==> config.mk <==
export PLATFORM = sky130hd
export DESIGN_NAME = rsq_top
export DESIGN_NICKNAME = d
export VERILOG_FILES = /design/src/rtl/rsq_pkg.sv /design/src/rtl/rsq_pin_filter.sv /design/src/rtl/rsq_top.sv
export SDC_FILE = /design/constraint.sdc
export NUM_CORES = 1
export LEC_CHECK = 0
export BUFFER_PORTS_ARGS = -buffer_cell sky130_fd_sc_hd__buf_2
export CELL_PAD_IN_SITES_DETAIL_PLACEMENT = 1
export CELL_PAD_IN_SITES_GLOBAL_PLACEMENT = 1
export CORE_MARGIN = 2
export CORE_UTILIZATION = 40
export CTS_CLUSTER_SIZE = 30
export DETAILED_ROUTE_END_ITERATION = 6
export GPL_TIMING_DRIVEN = 1
export HOLD_SLACK_MARGIN = 0.03
export PLACE_DENSITY_LB_ADDON = 0.1
export RECOVER_POWER = 100
export SYNTH_ARGS = -nofsm -noshare
export SYNTH_HDL_FRONTEND = slang
export SYNTH_HIERARCHICAL = 1
export SYNTH_SLANG_ARGS = --single-unit
==> constraint.sdc <==
create_clock -name sys_clk -period 3 [get_ports sys_clk]
set_clock_uncertainty 0.1 [all_clocks]
set_input_delay 0.15 -clock sys_clk [delete_from_list [all_inputs] [get_ports sys_clk]]
set_output_delay 0.15 -clock sys_clk [all_outputs]
set_load 0.01 [all_outputs]
==> src/rtl/rsq_pkg.sv <==
// constants and types of the reset and start-up sequencer
package rsq_pkg;

  // ----------------------------------------------------------------
  // clock and timing
  // ----------------------------------------------------------------
  localparam int unsigned CLK_HZ = 40_000_000;
  localparam int unsigned POWERUP_DELAY_TIMER_MS = 64;
  localparam int unsigned RC_OSC_HZ = 32_000;
  localparam int unsigned POWERUP_DELAY_TIMER_TICKS = (POWERUP_DELAY_TIMER_MS * RC_OSC_HZ) / 1000;
  localparam int unsigned BIAS_DELAY_US = 10;
  localparam int unsigned BIAS_DELAY_CYC = (BIAS_DELAY_US * (CLK_HZ / 1000) + 999) / 1000;
  localparam int unsigned OST_CYCLES = 1024;
  localparam int unsigned PIN_FILT_CYCLES = 8;
  localparam int unsigned CNT_W = 16;

  // ----------------------------------------------------------------
  // register indices; byte address is four times the index
  // ----------------------------------------------------------------
  localparam int unsigned ADDR_W = 12;
  localparam logic [ADDR_W-1:0] IDX_CAUSE = 12'h08e;
  localparam logic [ADDR_W-1:0] IDX_CFG = 12'h080;
  localparam logic [ADDR_W-1:0] IDX_IRQ_STAT = 12'h081;
  localparam logic [ADDR_W-1:0] IDX_IRQ_MASK = 12'h082;

  // ----------------------------------------------------------------
  // field positions and reset values
  // ----------------------------------------------------------------
  localparam int unsigned CAUSE_POR_BIT = 0;
  localparam int unsigned CAUSE_TO_BIT = 1;
  localparam int unsigned CAUSE_PD_BIT = 2;
  localparam int unsigned CFG_POWERUP_DELAY_TIMER_DIS_BIT = 0;
  localparam int unsigned CFG_PIN_SEL_BIT = 1;
  localparam logic [1:0] CFG_RST = 2'h2;
  localparam logic [4:0] IRQ_MASK_RST = 5'h00;
  localparam logic [1:0] RESP_OKAY = 2'h0;
  localparam logic [1:0] RESP_SLVERR = 2'h2;

  // ----------------------------------------------------------------
  // types
  // ----------------------------------------------------------------
  typedef struct packed {
    logic pd_n;
    logic to_n;
    logic por_n;
  } rsq_cause_t;

  localparam rsq_cause_t CAUSE_POR = 3'h6;

  typedef struct packed {
    logic ot_rst;
    logic pin_rst;
    logic wdt_wake;
    logic wdt_rst;
    logic por;
  } rsq_event_t;

  typedef enum logic [2:0] {
    ST_SUPPLY,
    ST_POWERUP_DELAY_TIMER,
    ST_OST,
    ST_PIN,
    ST_DELAY,
    ST_RUN,
    ST_SLEEP,
    ST_HOLD
  } rsq_state_t;

endpackage : rsq_pkg

==> src/rtl/rsq_pin_filter.sv <==
// synchroniser and glitch filter for the external reset pin
`timescale 1ns/1ps
module rsq_pin_filter
  import rsq_pkg::*;
#(
  parameter int unsigned FILT_CYCLES = PIN_FILT_CYCLES
) (
  input wire logic sys_clk,
  input wire logic rstn,
  input wire logic pin_n,
  input wire logic enable,
  output logic pin_low_q
);

  // ----------------------------------------------------------------
  // two-stage synchroniser
  // ----------------------------------------------------------------
  logic sync1_q;
  logic sync2_q;
  logic level_q;
  logic [7:0] cnt_q;

  always_ff @(posedge sys_clk or negedge rstn) begin
    if (!rstn) begin
      sync1_q <= 1'b1;
      sync2_q <= 1'b1;
    end else begin
      sync1_q <= pin_n;
      sync2_q <= sync1_q;
    end
  end

  // ----------------------------------------------------------------
  // level must stay changed for FILT_CYCLES before it is accepted
  // ----------------------------------------------------------------
  always_ff @(posedge sys_clk or negedge rstn) begin
    if (!rstn) begin
      level_q <= 1'b1;
      cnt_q <= 8'h00;
    end else if (sync2_q == level_q) begin
      cnt_q <= 8'h00;
    end else if (cnt_q == 8'(FILT_CYCLES - 1)) begin
      level_q <= sync2_q;
      cnt_q <= 8'h00;
    end else begin
      cnt_q <= cnt_q + 8'h01;
    end
  end

  // pin acts as reset only when selected
  always_ff @(posedge sys_clk or negedge rstn) begin
    if (!rstn) begin
      pin_low_q <= 1'b0;
    end else begin
      pin_low_q <= enable & ~level_q;
    end
  end

endmodule // rsq_pin_filter

==> src/rtl/rsq_top.sv <==
// reset source combiner and start-up sequencer with axi4-lite registers
`timescale 1ns/1ps

// Summary of operation
// - chip reset comes from power-on, overtemperature, reset pin or watchdog time-out
// - power-up timer holds reset 64 ms, only after power-on reset
// - config bit set disables power-up timer; cleared enables it
// - power-up timer counts ticks of a separate rc oscillator
// - start order: power-up timer, oscillator start-up timer, then pin release
// - time-outs run from power-on; late pin release starts execution after the about 10 us delay
// - about 10 us delay before execution after power-on or wake-up
// - pin select 0: pin ignored; 1: active-low reset input with pull-up
// - reset pin path filters out short low pulses
// - watchdog reset never drives the reset pin; pin stays input
// - most registers reset on power-on, pin and watchdog resets
// - watchdog time-out in sleep wakes without register reset
// - cause flags follow the documented table per reset kind
// - clear instruction in time avoids watchdog reset; else flags mark it
// - status register holds cause bits of the most recent reset
// - power-on reset held until supply is reported adequate
// - every reset clears the program counter
module rsq_top
  import rsq_pkg::*;
#(
  parameter int unsigned POWERUP_DELAY_TIMER_COUNT = POWERUP_DELAY_TIMER_TICKS,
  parameter int unsigned OST_COUNT = OST_CYCLES,
  parameter int unsigned DELAY_COUNT = BIAS_DELAY_CYC,
  parameter int unsigned FILT_COUNT = PIN_FILT_CYCLES
) (
  input wire logic sys_clk,
  input wire logic rstn,
  input wire logic supply_ok,
  input wire logic overtemp_reset,
  input wire logic external_reset_pin_n,
  input wire logic watchdog_timeout,
  input wire logic rc_osc_clk,
  input wire logic watchdog_clear_instr,
  input wire logic sleep_req,
  input wire logic wake_irq,
  output logic reg_reset_n,
  output logic pc_clear,
  output logic exec_enable,
  output logic rst_pin_out,
  output logic rst_pin_oe,
  output logic rst_pin_pullup_en,
  output logic irq,
  input wire logic [ADDR_W-1:0] s_axi_awaddr,
  input wire logic s_axi_awvalid,
  output logic s_axi_awready,
  input wire logic [31:0] s_axi_wdata,
  input wire logic [3:0] s_axi_wstrb,
  input wire logic s_axi_wvalid,
  output logic s_axi_wready,
  output logic [1:0] s_axi_bresp,
  output logic s_axi_bvalid,
  input wire logic s_axi_bready,
  input wire logic [ADDR_W-1:0] s_axi_araddr,
  input wire logic s_axi_arvalid,
  output logic s_axi_arready,
  output logic [31:0] s_axi_rdata,
  output logic [1:0] s_axi_rresp,
  output logic s_axi_rvalid,
  input wire logic s_axi_rready
);

  // ----------------------------------------------------------------
  // declarations
  // ----------------------------------------------------------------
  rsq_state_t state_q;
  rsq_state_t state_d;
  rsq_cause_t cause_q;
  rsq_event_t ev;
  rsq_event_t irq_stat_q;
  rsq_event_t irq_mask_q;
  logic [1:0] cfg_q;
  logic [CNT_W-1:0] cnt_q;
  logic [3:0] sync1_q;
  logic [3:0] sync2_q;
  logic [1:0] sync3_q;
  logic pin_low;
  logic supply_good;
  logic ot_active;
  logic wdt_ev;
  logic rc_tick;
  logic [ADDR_W-1:0] awaddr_q;
  logic [7:0] wdata_q;
  logic wbyte_q;
  logic aw_have_q;
  logic w_have_q;
  logic wr_go;
  logic rd_go;
  logic stat_rd;

  function automatic logic [ADDR_W-1:0] reg_index(input logic [ADDR_W-1:0] addr);
    reg_index = {2'h0, addr[ADDR_W-1:2]};
  endfunction

  function automatic logic cnt_done(input logic [CNT_W-1:0] cnt, input int unsigned lim);
    cnt_done = (cnt >= CNT_W'(lim - 1));
  endfunction

  // ----------------------------------------------------------------
  // input synchronisers and edge detection
  // ----------------------------------------------------------------
  always_ff @(posedge sys_clk or negedge rstn) begin
    if (!rstn) begin
      sync1_q <= 4'h0;
      sync2_q <= 4'h0;
      sync3_q <= 2'h0;
    end else begin
      sync1_q <= {rc_osc_clk, watchdog_timeout, overtemp_reset, supply_ok};
      sync2_q <= sync1_q;
      sync3_q <= sync2_q[3:2];
    end
  end

  assign supply_good = sync2_q[0];
  assign ot_active = sync2_q[1];
  assign wdt_ev = sync2_q[2] & ~sync3_q[0];
  assign rc_tick = sync2_q[3] & ~sync3_q[1];

  rsq_pin_filter #(
    .FILT_CYCLES(FILT_COUNT)
  ) u_pin_filter (
    .sys_clk(sys_clk),
    .rstn(rstn),
    .pin_n(external_reset_pin_n),
    .enable(cfg_q[CFG_PIN_SEL_BIT]),
    .pin_low_q(pin_low)
  );

  // ----------------------------------------------------------------
  // sequencer
  // ----------------------------------------------------------------
  always_comb begin
    state_d = state_q;
    case (state_q)
      ST_SUPPLY: begin
        if (supply_good) begin
          state_d = cfg_q[CFG_POWERUP_DELAY_TIMER_DIS_BIT] ? ST_OST : ST_POWERUP_DELAY_TIMER;
        end
      end
      ST_POWERUP_DELAY_TIMER: begin
        if (rc_tick && cnt_done(cnt_q, POWERUP_DELAY_TIMER_COUNT)) begin
          state_d = ST_OST;
        end
      end
      ST_OST: begin
        if (cnt_done(cnt_q, OST_COUNT)) begin
          state_d = ST_PIN;
        end
      end
      ST_PIN: begin
        if (!pin_low) begin
          state_d = ST_DELAY;
        end
      end
      ST_DELAY: begin
        if (ot_active) begin
          state_d = ST_HOLD;
        end else if (cnt_done(cnt_q, DELAY_COUNT)) begin
          state_d = ST_RUN;
        end
      end
      ST_RUN: begin
        if (pin_low || ot_active || wdt_ev) begin
          state_d = ST_HOLD;
        end else if (sleep_req) begin
          state_d = ST_SLEEP;
        end
      end
      ST_SLEEP: begin
        if (pin_low || ot_active) begin
          state_d = ST_HOLD;
        end else if (wdt_ev || wake_irq) begin
          state_d = ST_DELAY;
        end
      end
      ST_HOLD: begin
        if (!pin_low && !ot_active) begin
          state_d = ST_RUN;
        end
      end
      default: begin
        state_d = ST_SUPPLY;
      end
    endcase
  end

  always_ff @(posedge sys_clk or negedge rstn) begin
    if (!rstn) begin
      state_q <= ST_SUPPLY;
    end else begin
      state_q <= state_d;
    end
  end

  // shared timer, restarted on every state change
  always_ff @(posedge sys_clk or negedge rstn) begin
    if (!rstn) begin
      cnt_q <= '0;
    end else if (state_d != state_q) begin
      cnt_q <= '0;
    end else if (state_q == ST_POWERUP_DELAY_TIMER) begin
      if (rc_tick) begin
        cnt_q <= cnt_q + CNT_W'(1);
      end
    end else if (state_q == ST_OST || state_q == ST_DELAY) begin
      if (!cnt_done(cnt_q, DELAY_COUNT + OST_COUNT)) begin
        cnt_q <= cnt_q + CNT_W'(1);
      end
    end
  end

  // ----------------------------------------------------------------
  // chip reset outputs
  // ----------------------------------------------------------------
  always_ff @(posedge sys_clk or negedge rstn) begin
    if (!rstn) begin
      reg_reset_n <= 1'b0;
      pc_clear <= 1'b1;
      exec_enable <= 1'b0;
    end else begin
      reg_reset_n <= !(state_d inside {ST_SUPPLY, ST_POWERUP_DELAY_TIMER, ST_OST, ST_PIN, ST_HOLD});
      pc_clear <= state_d inside {ST_SUPPLY, ST_POWERUP_DELAY_TIMER, ST_OST, ST_PIN, ST_HOLD};
      exec_enable <= (state_d == ST_RUN);
    end
  end

  // pin is never driven, only pulled up when selected
  always_ff @(posedge sys_clk or negedge rstn) begin
    if (!rstn) begin
      rst_pin_out <= 1'b0;
      rst_pin_oe <= 1'b0;
      rst_pin_pullup_en <= 1'b0;
    end else begin
      rst_pin_out <= 1'b0;
      rst_pin_oe <= 1'b0;
      rst_pin_pullup_en <= cfg_q[CFG_PIN_SEL_BIT];
    end
  end

  // ----------------------------------------------------------------
  // reset cause flags
  // ----------------------------------------------------------------
  always_ff @(posedge sys_clk or negedge rstn) begin
    if (!rstn) begin
      cause_q <= CAUSE_POR;
    end else begin
      if (wr_go && reg_index(awaddr_q) == IDX_CAUSE && wbyte_q) begin
        cause_q.por_n <= wdata_q[CAUSE_POR_BIT];
      end
      case (state_q)
        ST_RUN: begin
          if (!pin_low && !ot_active && wdt_ev) begin
            cause_q.to_n <= 1'b0;
          end else if (!pin_low && !ot_active && sleep_req) begin
            cause_q.to_n <= 1'b1;
            cause_q.pd_n <= 1'b0;
          end else if (watchdog_clear_instr) begin
            cause_q.to_n <= 1'b1;
            cause_q.pd_n <= 1'b1;
          end
        end
        ST_SLEEP: begin
          if (pin_low) begin
            cause_q.to_n <= 1'b1;
            cause_q.pd_n <= 1'b0;
          end else if (!ot_active && wdt_ev) begin
            cause_q.to_n <= 1'b0;
            cause_q.pd_n <= 1'b0;
          end else if (!ot_active && wake_irq) begin
            cause_q.to_n <= 1'b1;
            cause_q.pd_n <= 1'b0;
          end
        end
        default: begin
        end
      endcase
    end
  end

  // ----------------------------------------------------------------
  // interrupt events, sticky status, mask
  // ----------------------------------------------------------------
  always_comb begin
    ev.por = (state_q == ST_PIN) && (state_d == ST_DELAY);
    ev.wdt_rst = (state_q == ST_RUN) && (state_d == ST_HOLD) && wdt_ev && !pin_low && !ot_active;
    ev.wdt_wake = (state_q == ST_SLEEP) && (state_d == ST_DELAY) && wdt_ev;
    ev.pin_rst = (state_q inside {ST_RUN, ST_SLEEP}) && pin_low;
    ev.ot_rst = (state_q != ST_HOLD) && (state_d == ST_HOLD) && ot_active;
  end

  assign stat_rd = rd_go && reg_index(s_axi_araddr) == IDX_IRQ_STAT;

  always_ff @(posedge sys_clk or negedge rstn) begin
    if (!rstn) begin
      irq_stat_q <= '0;
    end else begin
      irq_stat_q <= (stat_rd ? rsq_event_t'(5'h00) : irq_stat_q) | ev;
    end
  end

  always_ff @(posedge sys_clk or negedge rstn) begin
    if (!rstn) begin
      irq_mask_q <= IRQ_MASK_RST;
      cfg_q <= CFG_RST;
    end else if (wr_go && wbyte_q) begin
      if (reg_index(awaddr_q) == IDX_IRQ_MASK) begin
        irq_mask_q <= wdata_q[4:0];
      end
      if (reg_index(awaddr_q) == IDX_CFG) begin
        cfg_q <= wdata_q[1:0];
      end
    end
  end

  always_ff @(posedge sys_clk or negedge rstn) begin
    if (!rstn) begin
      irq <= 1'b0;
    end else begin
      irq <= |((irq_stat_q | ev) & irq_mask_q & ~(stat_rd ? 5'h1f : 5'h00));
    end
  end

  // ----------------------------------------------------------------
  // axi4-lite write channel
  // ----------------------------------------------------------------
  assign wr_go = aw_have_q && w_have_q && !s_axi_bvalid;

  always_ff @(posedge sys_clk or negedge rstn) begin
    if (!rstn) begin
      aw_have_q <= 1'b0;
      w_have_q <= 1'b0;
      awaddr_q <= '0;
      wdata_q <= 8'h00;
      wbyte_q <= 1'b0;
      s_axi_awready <= 1'b0;
      s_axi_wready <= 1'b0;
      s_axi_bvalid <= 1'b0;
      s_axi_bresp <= RESP_OKAY;
    end else begin
      s_axi_awready <= !aw_have_q && !(s_axi_awvalid && s_axi_awready);
      s_axi_wready <= !w_have_q && !(s_axi_wvalid && s_axi_wready);
      if (s_axi_awvalid && s_axi_awready) begin
        aw_have_q <= 1'b1;
        awaddr_q <= s_axi_awaddr;
      end
      if (s_axi_wvalid && s_axi_wready) begin
        w_have_q <= 1'b1;
        wdata_q <= s_axi_wdata[7:0];
        wbyte_q <= s_axi_wstrb[0];
      end
      if (wr_go) begin
        aw_have_q <= 1'b0;
        w_have_q <= 1'b0;
        s_axi_bvalid <= 1'b1;
        s_axi_bresp <= (reg_index(awaddr_q) inside {IDX_CAUSE, IDX_CFG, IDX_IRQ_STAT,
                        IDX_IRQ_MASK}) ? RESP_OKAY : RESP_SLVERR;
      end else if (s_axi_bvalid && s_axi_bready) begin
        s_axi_bvalid <= 1'b0;
      end
    end
  end

  // ----------------------------------------------------------------
  // axi4-lite read channel
  // ----------------------------------------------------------------
  assign rd_go = s_axi_arvalid && s_axi_arready;

  always_ff @(posedge sys_clk or negedge rstn) begin
    if (!rstn) begin
      s_axi_arready <= 1'b0;
      s_axi_rvalid <= 1'b0;
      s_axi_rdata <= 32'h0000_0000;
      s_axi_rresp <= RESP_OKAY;
    end else begin
      s_axi_arready <= !s_axi_rvalid && !rd_go;
      if (rd_go) begin
        s_axi_rvalid <= 1'b1;
        s_axi_rresp <= RESP_OKAY;
        case (reg_index(s_axi_araddr))
          IDX_CAUSE: s_axi_rdata <= {29'h0, cause_q};
          IDX_CFG: s_axi_rdata <= {30'h0, cfg_q};
          IDX_IRQ_STAT: s_axi_rdata <= {27'h0, irq_stat_q};
          IDX_IRQ_MASK: s_axi_rdata <= {27'h0, irq_mask_q};
          default: begin
            s_axi_rdata <= 32'h0000_0000;
            s_axi_rresp <= RESP_SLVERR;
          end
        endcase
      end else if (s_axi_rvalid && s_axi_rready) begin
        s_axi_rvalid <= 1'b0;
      end
    end
  end

endmodule // rsq_top

Word level (Yosys, flattened, before mapping)
Cells that the tools add are included.
Storage, ports and cells
  bits in latches: 0
  bits of input ports: 75
  flip-flop bits (word level): 122
  memories: 0
  ROM bits: 0
  RAM bits: 0
Operators by class
  multipliers: 0
  shift-type cells: 0
  eq/ne operators: 31
  add/sub/neg operators: 2
  div/mod/pow operators: 0
  $lt $le $gt $ge: 4
  reduce and logical (&&, ||, !) cells: 62
  bitwise gates (word level): 12
  mux-type cells: 41
Operators with widths (number)
  $eq A10 B8 Y1 const B: 8
  $mux W16: 5
  $mux W3: 11
  $ge A16 B11 Y1 const B: 2
  $logic_and A1 B1 Y1: 30
  $pmux W3 S8: 1
  $eq A3 B3 Y1 const B: 7
  $pmux W5 S4: 1
  $add A16 B1 Y16 const B: 1
  $ge A16 B10 Y1 const B: 1
  $ge A16 B9 Y1 const B: 1
  $mux W2: 8
  $mux W8: 2
  $eq A3 B2 Y1 const B: 4
  $ne A3 B3 Y1 const B: 4
  $and A5 B5 Y5: 2
  $logic_not A1 Y1: 10
  $mux W1: 10
  $mux W5: 2
  $or A5 B5 Y5: 2
  $reduce_bool A2 Y1: 5
  $add A8 B1 Y8 const B: 1
  $eq A8 B3 Y1 const B: 1
  $eq A3 B1 Y1 const B: 2
  19 further kinds: 31

Longest topological paths before layout
Gate-level depths: netlist (run 1).
  depth in word-level cells: 15
  depth in mapped cells: 9
  mapped depth without buffers: 7

Modules after synthesis
Netlist (run 1), hierarchy kept.
Modules (own cells, without submodules)
  rsq_top: seq. area each 1981.9 sq um, times used 1, area each 3878.7 sq um, cells an instance 351
  rsq_pin_filter: seq. area each 304.0 sq um, times used 1, area each 543.0 sq um, cells an instance 45

Worst setup path before layout (run 1)
No wires, ideal clock.
  kind: register -> register
  start: reg cnt_q[0] (netlist name)
  end: reg cnt_q[0] (netlist name)
  data required time: 2.771 ns
  library setup time: 0.129 ns
  setup slack: 0.457 ns
  stages on the path, launching flop included: 9
  arrival: 2.314 ns
  path through: dfrtp_1 -> ha_1 -> and3_1 -> buf_2 -> a211o_1 -> a2111oi_4 -> mux2i_1 -> buf_6 -> nor3_2

==> flow_metrics.py, run 1 <==
metrics = {
    "power": {
        "fin_total_pwr_mw": 3.60,
        "p_per_area_mw_per_mm2": 701,
        "peakVddDrop_mv": 0.289,
        "leakage_nw": 2.24,
    },
    "outcome": {
        "violations": "capacitance limit, slew limit",
        "status": "finished, violations left",
    },
    "layout": {
        "drive_gt1_share_pct": 20.2,
        "fin_util_pct": 47.5,
        "multiInputGateArea_sq_mm": 0.00188,
        "num-fill-cells": 1207,
        "antenna_cells": 0,
        "fin_area_sq_mm": 0.00513,
        "final_cells": 631,
        "nets": 564,
        "seqCellArea_sq_mm": 0.00229,
        "final_common_cell": "dfrtp_1",
        "layout_common_cells": "dfrtp_1 (84), buf_2 (34), conb_1 (31), mux2_2 (27), dlygate4sd3_1 (27)",
        "syn_to_final_growth_pct": 16.0,
    },
    "worst_setup_path": {
        "critPathArrivalTime_ps": 2790,
        "critPathKind": "reg2reg",
        "end_kind": "register",
        "crit_required_ps": 3130,
        "cp_max_fo": 16,
        "cp-start-kind": "register",
    },
    "sta": {
        "hold_slack_ps": 146,
        "period_needed_ps": 2670,
        "final_max_slew_viol_count": 37,
        "finalSetupViolCount": 0,
        "max_slew_margin_pct": -36.4,
        "worstMarginPinSlew_ps": 2050,
        "setup_slack_ps": 331,
        "hold_viol": 0,
        "timing.fmax_mhz": 375,
        "setup_tns_ps": 0,
        "rsz0062_at_grt": "false",
        "min_period_over_period_pct": 89.0,
    },
    "place": {
        "placed_area_sq_mm": 0.00476,
        "io_buffer_count": 57,
        "dp_hpwl_um": 7080,
        "dp_cells": 588,
        "post-place-ws_ps": 397,
        "globalplace.congestion": 0.768,
    },
    "routing": {
        "num_vias": 3221,
        "via_per_inst": 5.10,
        "wl_per_cell_um": 15.7,
        "first_pass_iters": 4,
        "drt_iter0_markers": 124,
        "ant_nets": 0,
        "postRouteWirelength_um": 9910,
        "drc": 0,
    },
    "job": {
        "drv_cap": 1,
    },
    "floorplan": {
        "die-area_sq_mm": 0.0119,
        "core_sq_mm": 0.0108,
        "die_h_um": 109,
        "chipWidth_um": 109,
        "pin_count": 123,
        "initial_core_util_pct": 41.0,
        "rows": 38,
    },
    "clock_network": {
        "post_cts_buffers": 0,
        "clk_pin_slew_ps": 90,
        "cts_max_level": 3,
        "cts_buffer_depth": 2,
        "clk_latency_ps": 350,
        "tritoncts": "built",
        "cts_buffers": 9,
        "cts_sinks": 91,
        "clockRootBuffer": "clkbuf_8",
    },
    "grt": {
        "antenna_found_initial": 0,
        "grt_usage_pct": 18.1,
        "grt_max_degree": 37,
        "grt_pass1_wl_um": 16600,
        "grt_pass1_vias": 3387,
        "gr-total-overflow": 0,
    },
    "logic_synthesis": {
        "syn-cell-area_sq_mm": 0.00442,
        "yosysUniqueCellTypes": 64,
        "synth_warnings": 6,
        "synth_flop_cell": "dfrtp_1",
        "ys_ff_latch": 91,
        "async_flop_share_pct": 100,
        "synthCells": 396,
        "yosysSeqAreaShare_pct": 51.7,
        "synth_edf_count": 0,
        "avgSynthCellArea_sq_um": 11.2,
    },
    "min_path": {
        "min_path_type": "in2reg",
    },
}
-- report_power, final --
group / internal [mW] / switching (mW) / leakage, nW
combinational: 0.437 / 0.599 / 1.03
sequential: 1.51 / 0.233 / 1.13
clock: 0.389 / 0.433 / 0.0862
total: 2.33 / 1.27 / 2.24
-- worst max-delay path, cell delays in order, from the launching register on --
cell and delay, ps:
dfrtp_1 510, nor2_1 390, nor4bb_1 410, o22ai_1 140, nor3_1 280, mux2i_1 220
clkbuf_2 370, nor3_1 120
-- area by class of cell --
class                           count  share of cell area (%)
Tap cell                          140                    3.41
Multi-Input combinational cell    286                    36.6
Timing Repair Buffer               90                    11.1
Sequential cell                    91                    44.6
Clock buffer                       11                    2.56
Clock inverter                      5                    1.19
Inverter                            8                   0.585
-- repair_timing --
| item | 4_1_cts | 5_1_grt |
|---|---|---|
| hold endpoints to repair | 62 | 0 |
| endpoints found under the setup margin | 0 | 0 |
| hold buffers | 27 | 0 |
| gates resized for setup | 0 | 0 |
-- worst paths after layout --
check	from	end	slack [ps]	depth (start not counted)
worst max-delay path	u_pin_filter/pin_low_q$_DFF_PN0_	cnt_q[1]$_DFFE_PN0P_	330	7
worst max register to register	u_pin_filter/pin_low_q$_DFF_PN0_	cnt_q[1]$_DFFE_PN0P_	330	7
max in group asynchronous	rstn	sync3_q[1]$_DFF_PN0_	550	3
min in group asynchronous	rstn	reg_reset_n$_DFF_PN0_	810	2
worst min-delay path	sleep_req	cause_q[2]$_DFFE_PN1P_	150	3
worst min register to register	sync1_q[3]$_DFF_PN0_	sync2_q[3]$_DFF_PN0_	260	0
-- registers in the layout (all words and copies together) (netlist names), 2 cells and up --
name,count
sync1_q,4
state_q,3
s_axi_rdata,5
cause_q,3
awaddr_q,10
wdata_q,5
sync2_q,4
cnt_q,16
sync3_q,2
cfg_q,2
u_pin_filter/cnt_q,8
irq_mask_q,5
irq_stat_q,5
-- cells by family after synthesis --
family / count (synthesis) / synth area share [%]
compound gates: 74 / 11.8
xor+xnor: 15 / 2.97
fa+ha+maj: 3 / 0.849
buf+inv: 49 / 7.07
flops: 91 / 51.7
mux: 31 / 7.81
other cells: 1 / 0.0848
simple gates: 132 / 17.7
-- Yosys cell counts, types with 2 or more instances --
library cell	instances	area [sq um]
and3_1	4	25.0
clkbuf_1	4	15.0
nor3_1	12	60.1
a22oi_1	3	22.5
nand4_1	7	43.8
dfstp_2	7	184
buf_4	31	233
and4_1	4	35.0
o21a_1	2	15.0
inv_1	8	30.0
buf_2	4	20.0
nand2b_1	5	31.3
o21ai_0	16	80.1
or3_1	5	31.3
mux2i_1	3	30.0
and2_1	4	25.0
nand2_1	21	78.8
a22o_1	3	26.3
mux2_2	27	304
xor2_1	10	87.6
nand3_1	10	50.1
nor2_1	24	90.1
nor3_2	11	110
a21oi_1	18	90.1
o31ai_1	2	15.0
a31oi_1	3	18.8
a21boi_0	2	15.0
dfrtp_1	84	2100
nor4b_1	2	17.5
nor2b_1	6	37.5
xnor2_1	5	43.8
nor4_1	4	25.0
a41oi_1	2	17.5
ha_1	3	37.5
o22ai_1	5	31.3
a21o_1	5	37.5
or2_2	3	18.8
-- metal layers --
metal	vias to the layer above	GRT usage, %	routed length (um)
met5	-	0	0
met4	0	6.68	139
met3	12	3.53	405
met2	69	28.4	4690
met1	1589	24.8	4680
li1	1551	-	-
Note: power is estimated with default switching activity, not from simulation.
==> inputs of run 2 (changes only) <==
==> constraint.sdc (replaced) <==
create_clock -name sys_clk -period 3 [get_ports sys_clk]
set_clock_uncertainty 0.1 [all_clocks]
set_input_delay 0.75 -clock sys_clk [delete_from_list [all_inputs] [get_ports sys_clk]]
set_output_delay 0.75 -clock sys_clk [all_outputs]
set_load 0.01 [all_outputs]
==> run 2 against run 1 <==
Against the previous run:
- the run still ends with capacitance limit, slew limit left
- clock power is 6.7% higher
- critical endpoint is now cnt_q[4]$_DFFE_PN0P_
- first-iteration DRC count fell by 26%
- cell count fell by 4.3%
- routed wire length decreased by 5.4%
- via count is 3.7% lower
- sequential cell count is the same
- sequential power about the same
- sequential share of layout area is 2.1 points higher
- critical path depth fell by 1
- fmax is 4.1% higher
==> flow_metrics.py, run 2 (same netlist as run 1, synthesis figures left out) <==
metrics = {
    "outcome": {
        "status": "finished, violations left",
        "violations": "capacitance limit, slew limit",
    },
    "clock_network": {
        "post_cts_buffers": 0,
        "cts_resized": 0,
        "cts_hold_buffers": 0,
        "cts_sinks": 91,
        "cts_buffer_depth": 2,
        "cts_buffers": 9,
        "clk_latency_ps": 360,
        "cts_max_level": 3,
        "tritoncts": "built",
        "clk_pin_slew_ps": 90,
        "clockRootBuffer": "clkbuf_8",
    },
    "power": {
        "combPwrFrac_pct": 27.9,
        "p_int_mw": 2.36,
        "power.clock.fraction_pct": 24.1,
        "fin_total_pwr_mw": 3.63,
        "power_frac_seq_pct": 48.0,
        "switching_share_pct": 35.0,
        "leakage_nw": 2.17,
        "power.switching_mw": 1.27,
        "peakVddDrop_mv": 0.312,
        "p_per_area_mw_per_mm2": 741,
    },
    "sta": {
        "period_needed_ps": 2560,
        "setup_tns_ps": 0,
        "rsz0062_at_grt": "false",
        "timing.fmax_mhz": 390,
        "final_max_slew_viol_count": 33,
        "finalSetupViolCount": 0,
        "worstMarginPinSlew_ps": 1850,
        "max_slew_margin_pct": -23.5,
        "hold_viol": 0,
        "min_period_over_period_pct": 85.5,
    },
    "place": {
        "globalplace.congestion": 0.754,
        "dp_cells": 588,
        "placed_area_sq_mm": 0.00477,
        "io_buffer_count": 57,
        "dp_hpwl_um": 6840,
    },
    "layout": {
        "fin_area_sq_mm": 0.00490,
        "syn_to_final_growth_pct": 10.9,
        "final_common_cell": "dfrtp_1",
        "antenna_cells": 0,
        "final_cells": 604,
        "fin_util_pct": 45.4,
        "drive_gt1_share_pct": 22.8,
        "largest_reg_flops": 16,
        "nets": 537,
        "regMostFlops": "cnt_q",
        "reg_top3": "cnt_q (16), awaddr_q (10), u_pin_filter/cnt_q (8)",
        "layout_common_cells": "dfrtp_1 (84), buf_2 (38), conb_1 (31), mux2_2 (27), nor2_1 (24)",
    },
    "floorplan": {
        "die-area_sq_mm": 0.0119,
        "chipWidth_um": 109,
        "core_sq_mm": 0.0108,
        "pin_count": 123,
        "die_h_um": 109,
        "rows": 38,
        "initial_core_util_pct": 41.0,
    },
    "routing": {
        "dr_wl_met3_um": 501,
        "num_vias": 3101,
        "drc": 0,
        "wl_per_cell_um": 15.5,
        "ant_nets": 0,
        "via_per_inst": 5.13,
        "top_layer": "met5",
        "drt_iter0_markers": 92,
        "met2_length_um": 4200,
        "postRouteWirelength_um": 9370,
        "first_pass_iters": 4,
        "drt-met1-wl_um": 4460,
    },
    "min_path": {
        "hold_path_depth": 0,
        "min_from": "sync1_q[1]$_DFF_PN0_",
        "hold_end": "sync2_q[1]$_DFF_PN0_",
        "min_path_type": "reg2reg",
    },
    "grt": {
        "antenna_found_initial": 2,
        "grt_max_degree": 60,
        "grt_usage_pct": 16.8,
        "gr-total-overflow": 0,
        "grt_pass1_wl_um": 15500,
        "grt_pass1_vias": 3134,
    },
    "worst_setup_path": {
        "reg2reg_depth": 6,
        "critPathKind": "reg2reg",
        "crit_required_ps": 3190,
        "r2r_end": "cnt_q[4]$_DFFE_PN0P_",
        "end_kind": "register",
        "r2r_slack_ps": 440,
        "critPathArrivalTime_ps": 2750,
        "cp-start-kind": "register",
        "cp_max_fo": 14,
        "timing.rr.start": "cnt_q[14]$_DFFE_PN0P_",
    },
    "job": {
        "drv_cap": 1,
    },
}
run 2: cell types whose count changed in the layout (fill, tap and decap cells not counted), moves of 2 or more:
cell / delta
dlygate4sd3_1: -27
clkbuf_1: -6
buf_2: +4
clkbuf_8: +2
run 2: layout make-up:
class	count	area [sq um]
clock inverter	5	58.8
clock buffer	11	151
tap	140	175
fill	1223	5890
inverter	8	30.0
sequential	91	2290
multi-input combinational	286	1880
timing repair buffer	63	319
run 2: power groups by stage:
stage                     logic (mW)  registers, mW  clock network [mW]
after floorplan                0.836           1.69                   0
after global placement          1.06           1.75                   0
after detailed placement        1.08           1.77                   0
after CTS                       1.08           1.75               0.913
after global routing            1.15           1.79               0.965
final                           1.01           1.74               0.877
run 2: through the flow:
stage                     setup WS (ps)  hold WS [ps]
final                               436           255
after global routing                163           264
after CTS                           418           231
after detailed placement            367           238
after global placement              388           234
after floorplan                     457           231
run 2: critical path: stages (launching register included):
cell and delay (ps):
dfrtp_1 410, or4_1 570, nor4_1 360, o22a_1 540, nand2_1 190, xor2_1 180
nor3_2 140
run 2: worst max-delay path by stage:
stage	slack, ps	from	endpoint	cells past startpoint
after floorplan	460	cnt_q[0]$_DFFE_PN0P_	cnt_q[0]$_DFFE_PN0P_	8
after global placement	390	s_axi_araddr[11]	irq_stat_q[4]$_DFF_PN0_	7
after detailed placement	370	s_axi_araddr[11]	irq_stat_q[4]$_DFF_PN0_	7
after CTS	420	cnt_q[0]$_DFFE_PN0P_	cnt_q[15]$_DFFE_PN0P_	7
after global routing	160	cnt_q[14]$_DFFE_PN0P_	cnt_q[6]$_DFFE_PN0P_	6
final	440	cnt_q[14]$_DFFE_PN0P_	cnt_q[4]$_DFFE_PN0P_	6
run 2: routing by layer:
metal,global-route usage (%),vias to the layer above
met2,25.5,69
met4,7.33,2
met5,0,-
li1,-,1493
met1,22.7,1523
met3,4.30,14
==> inputs of run 3 (changes only) <==
PLACE_DENSITY = 0.77   (was unset)
PLACE_DENSITY_LB_ADDON = unset   (was 0.1)
==> run 3 against run 2 <==
Against the previous run:
- clock power is 3.5% lower
- routed wire length rose by 5.1%
- largest power group unchanged
- global-route usage grew 0.98 points
- the flow still finishes with violations (capacitance limit, slew limit)
- non-clock buffer count unchanged
==> flow_metrics.py, run 3 (same netlist as run 1, synthesis figures left out) <==
metrics = {
    "layout": {
        "drive_gt1_share_pct": 20.7,
        "nets": 537,
        "num-fill-cells": 1203,
        "multiInputGateArea_sq_mm": 0.00187,
        "antenna_cells": 0,
        "seqCellArea_sq_mm": 0.00229,
        "syn_to_final_growth_pct": 9.85,
        "final_cells": 603,
        "largest_reg_flops": 16,
        "layout_common_cells": "dfrtp_1 (84), buf_2 (35), conb_1 (31), mux2_2 (27)",
        "regMostFlops": "cnt_q",
        "final_common_cell": "dfrtp_1",
        "reg_top3": "cnt_q (16), awaddr_q (10), u_pin_filter/cnt_q (8)",
    },
    "clock_network": {
        "tritoncts": "built",
        "clk_latency_ps": 370,
        "cts_resized": 0,
        "cts_hold_buffers": 0,
        "cts_max_level": 3,
        "clockRootBuffer": "clkbuf_8",
        "cts_buffers": 9,
        "post_cts_buffers": 0,
        "cts_buffer_depth": 2,
        "clk_pin_slew_ps": 100,
        "cts_sinks": 91,
    },
    "worst_setup_path": {
        "cp-startpoint": "u_pin_filter/pin_low_q$_DFF_PN0_",
        "r2r_end": "cnt_q[2]$_DFFE_PN0P_",
        "cp_slowest_stage_delay_ps": 520,
        "end_kind": "register",
        "cp_cell_sequence": "nor2_1, nor4bb_1, o22ai_1, nor3_1, mux2i_1, buf_4, nor3_1",
        "timing.rr.start": "u_pin_filter/pin_low_q$_DFF_PN0_",
        "crit_required_ps": 3140,
        "cp-start-kind": "register",
        "reg2reg_depth": 7,
        "critPathArrivalTime_ps": 2690,
        "r2r_slack_ps": 450,
        "crit_top_cell": "nor3_1",
        "cp_num_cells": 7,
        "crit_family": "simple AND/OR/NAND/NOR gates",
        "slowest_stage": "dfrtp_1",
        "critPathBufInv": 1,
        "critPathKind": "reg2reg",
        "cp_max_fo": 16,
        "critPathCapture": "cnt_q[2]$_DFFE_PN0P_",
    },
    "routing": {
        "ant_nets": 0,
        "drc": 0,
        "num_vias": 3175,
        "drt_iter0_markers": 114,
        "via_per_inst": 5.27,
        "first_pass_iters": 4,
        "wl_per_cell_um": 16.3,
        "postRouteWirelength_um": 9860,
    },
    "place": {
        "dp_hpwl_um": 7180,
        "globalplace.congestion": 0.833,
        "dp_cells": 588,
        "io_buffer_count": 57,
        "post-place-ws_ps": 317,
    },
    "floorplan": {
        "die-area_sq_mm": 0.0119,
        "chipWidth_um": 109,
        "pin_count": 123,
        "core_sq_mm": 0.0108,
        "initial_core_util_pct": 41.0,
        "die_h_um": 109,
        "rows": 38,
    },
    "outcome": {
        "violations": "capacitance limit, slew limit",
        "status": "finished, violations left",
    },
    "grt": {
        "grt_pass1_wl_um": 16200,
        "grt_pass1_vias": 3294,
        "antenna_found_initial": 1,
        "gr-total-overflow": 0,
        "grt_usage_pct": 17.8,
        "grt_max_degree": 40,
    },
    "power": {
        "peakVddDrop_mv": 0.325,
        "leakage_nw": 2.15,
        "fin_total_pwr_mw": 3.60,
        "p_per_area_mw_per_mm2": 741,
    },
    "job": {
        "drv_cap": 1,
    },
    "sta": {
        "worstMarginPinSlew_ps": 1560,
        "hold_viol": 0,
        "period_needed_ps": 2550,
        "rsz0062_at_grt": "false",
        "max_slew_margin_pct": -4.11,
        "finalSetupViolCount": 0,
        "min_period_over_period_pct": 85.0,
        "timing.fmax_mhz": 392,
        "setup_slack_ps": 451,
        "final_max_slew_viol_count": 37,
        "setup_tns_ps": 0,
    },
    "min_path": {
        "min_path_type": "in2async",
    },
}
==> run 3: cell types whose count changed in the layout (fill, tap and decap cells not counted), sizes merged <==
cell          previous run  this run
buf                     44        40
clkbuf                  30        34
clkinv                   1         0
clkinvlp                 2         1
dlymetal6s4s             0         1
==> run 3: worst reg2reg max path, cell delays in order (launching register included) <==
cell	delay (ps)
dfrtp_1	520
nor2_1	400
nor4bb_1	390
o22ai_1	140
nor3_1	290
mux2i_1	230
buf_4	250
nor3_1	100
==> run 3: metal layers <==
| layer | part of all wire (%) | vias up | global-route usage, % |
|---|---|---|---|
| li1 | - | 1488 | - |
| met4 | 2.1 | 2 | 8.42 |
| met3 | 4.3 | 16 | 3.17 |
| met2 | 48 | 81 | 28.7 |
| met1 | 45 | 1588 | 23.1 |
| met5 | 0.051 | - | 0 |
==> run 3: area by class of cell <==
class,count,share of cell area [%]
clock buffers,12,2.99
clock inverters,3,0.953
inverters,8,0.618
multi-input cells,286,38.4
flip-flops and latches,91,47.1
well taps,140,3.61
repair buffers,63,6.34
==> run 3: report_power, final <==
part | total, mW | internal (mW) | switching, mW
clock | 0.846 | 0.408 | 0.439
combinational | 1.01 | 0.421 | 0.589
sequential | 1.74 | 1.51 | 0.237
==> run 3: how the worst min path moves through the flow <==
stage                                              start                              to  slack (ps)
after floorplan                     sync1_q[0]$_DFF_PN0_            sync2_q[0]$_DFF_PN0_         230
after global placement              sync1_q[0]$_DFF_PN0_            sync2_q[0]$_DFF_PN0_         230
after detailed placement            sync1_q[1]$_DFF_PN0_            sync2_q[1]$_DFF_PN0_         240
after CTS                           sync1_q[1]$_DFF_PN0_            sync2_q[1]$_DFF_PN0_         260
after global routing      u_pin_filter/sync1_q$_DFF_PN1_  u_pin_filter/sync2_q$_DFF_PN1_         260
final                                               rstn        s_axi_bvalid$_DFFE_PN0P_         250
==> run 3: metrics by stage <==
| stage | utilization (%) | cell area (sq um) | hold WS (ps) |
|---|---|---|---|
| floorplan | - | 4530 | 231 |
| global placement | 44.2 | 4770 | 234 |
| detailed placement | 44.2 | 4770 | 240 |
| CTS | 46.0 | 4960 | 259 |
| global route | 45.0 | 4860 | 262 |
| finish | 45.0 | 4860 | 246 |
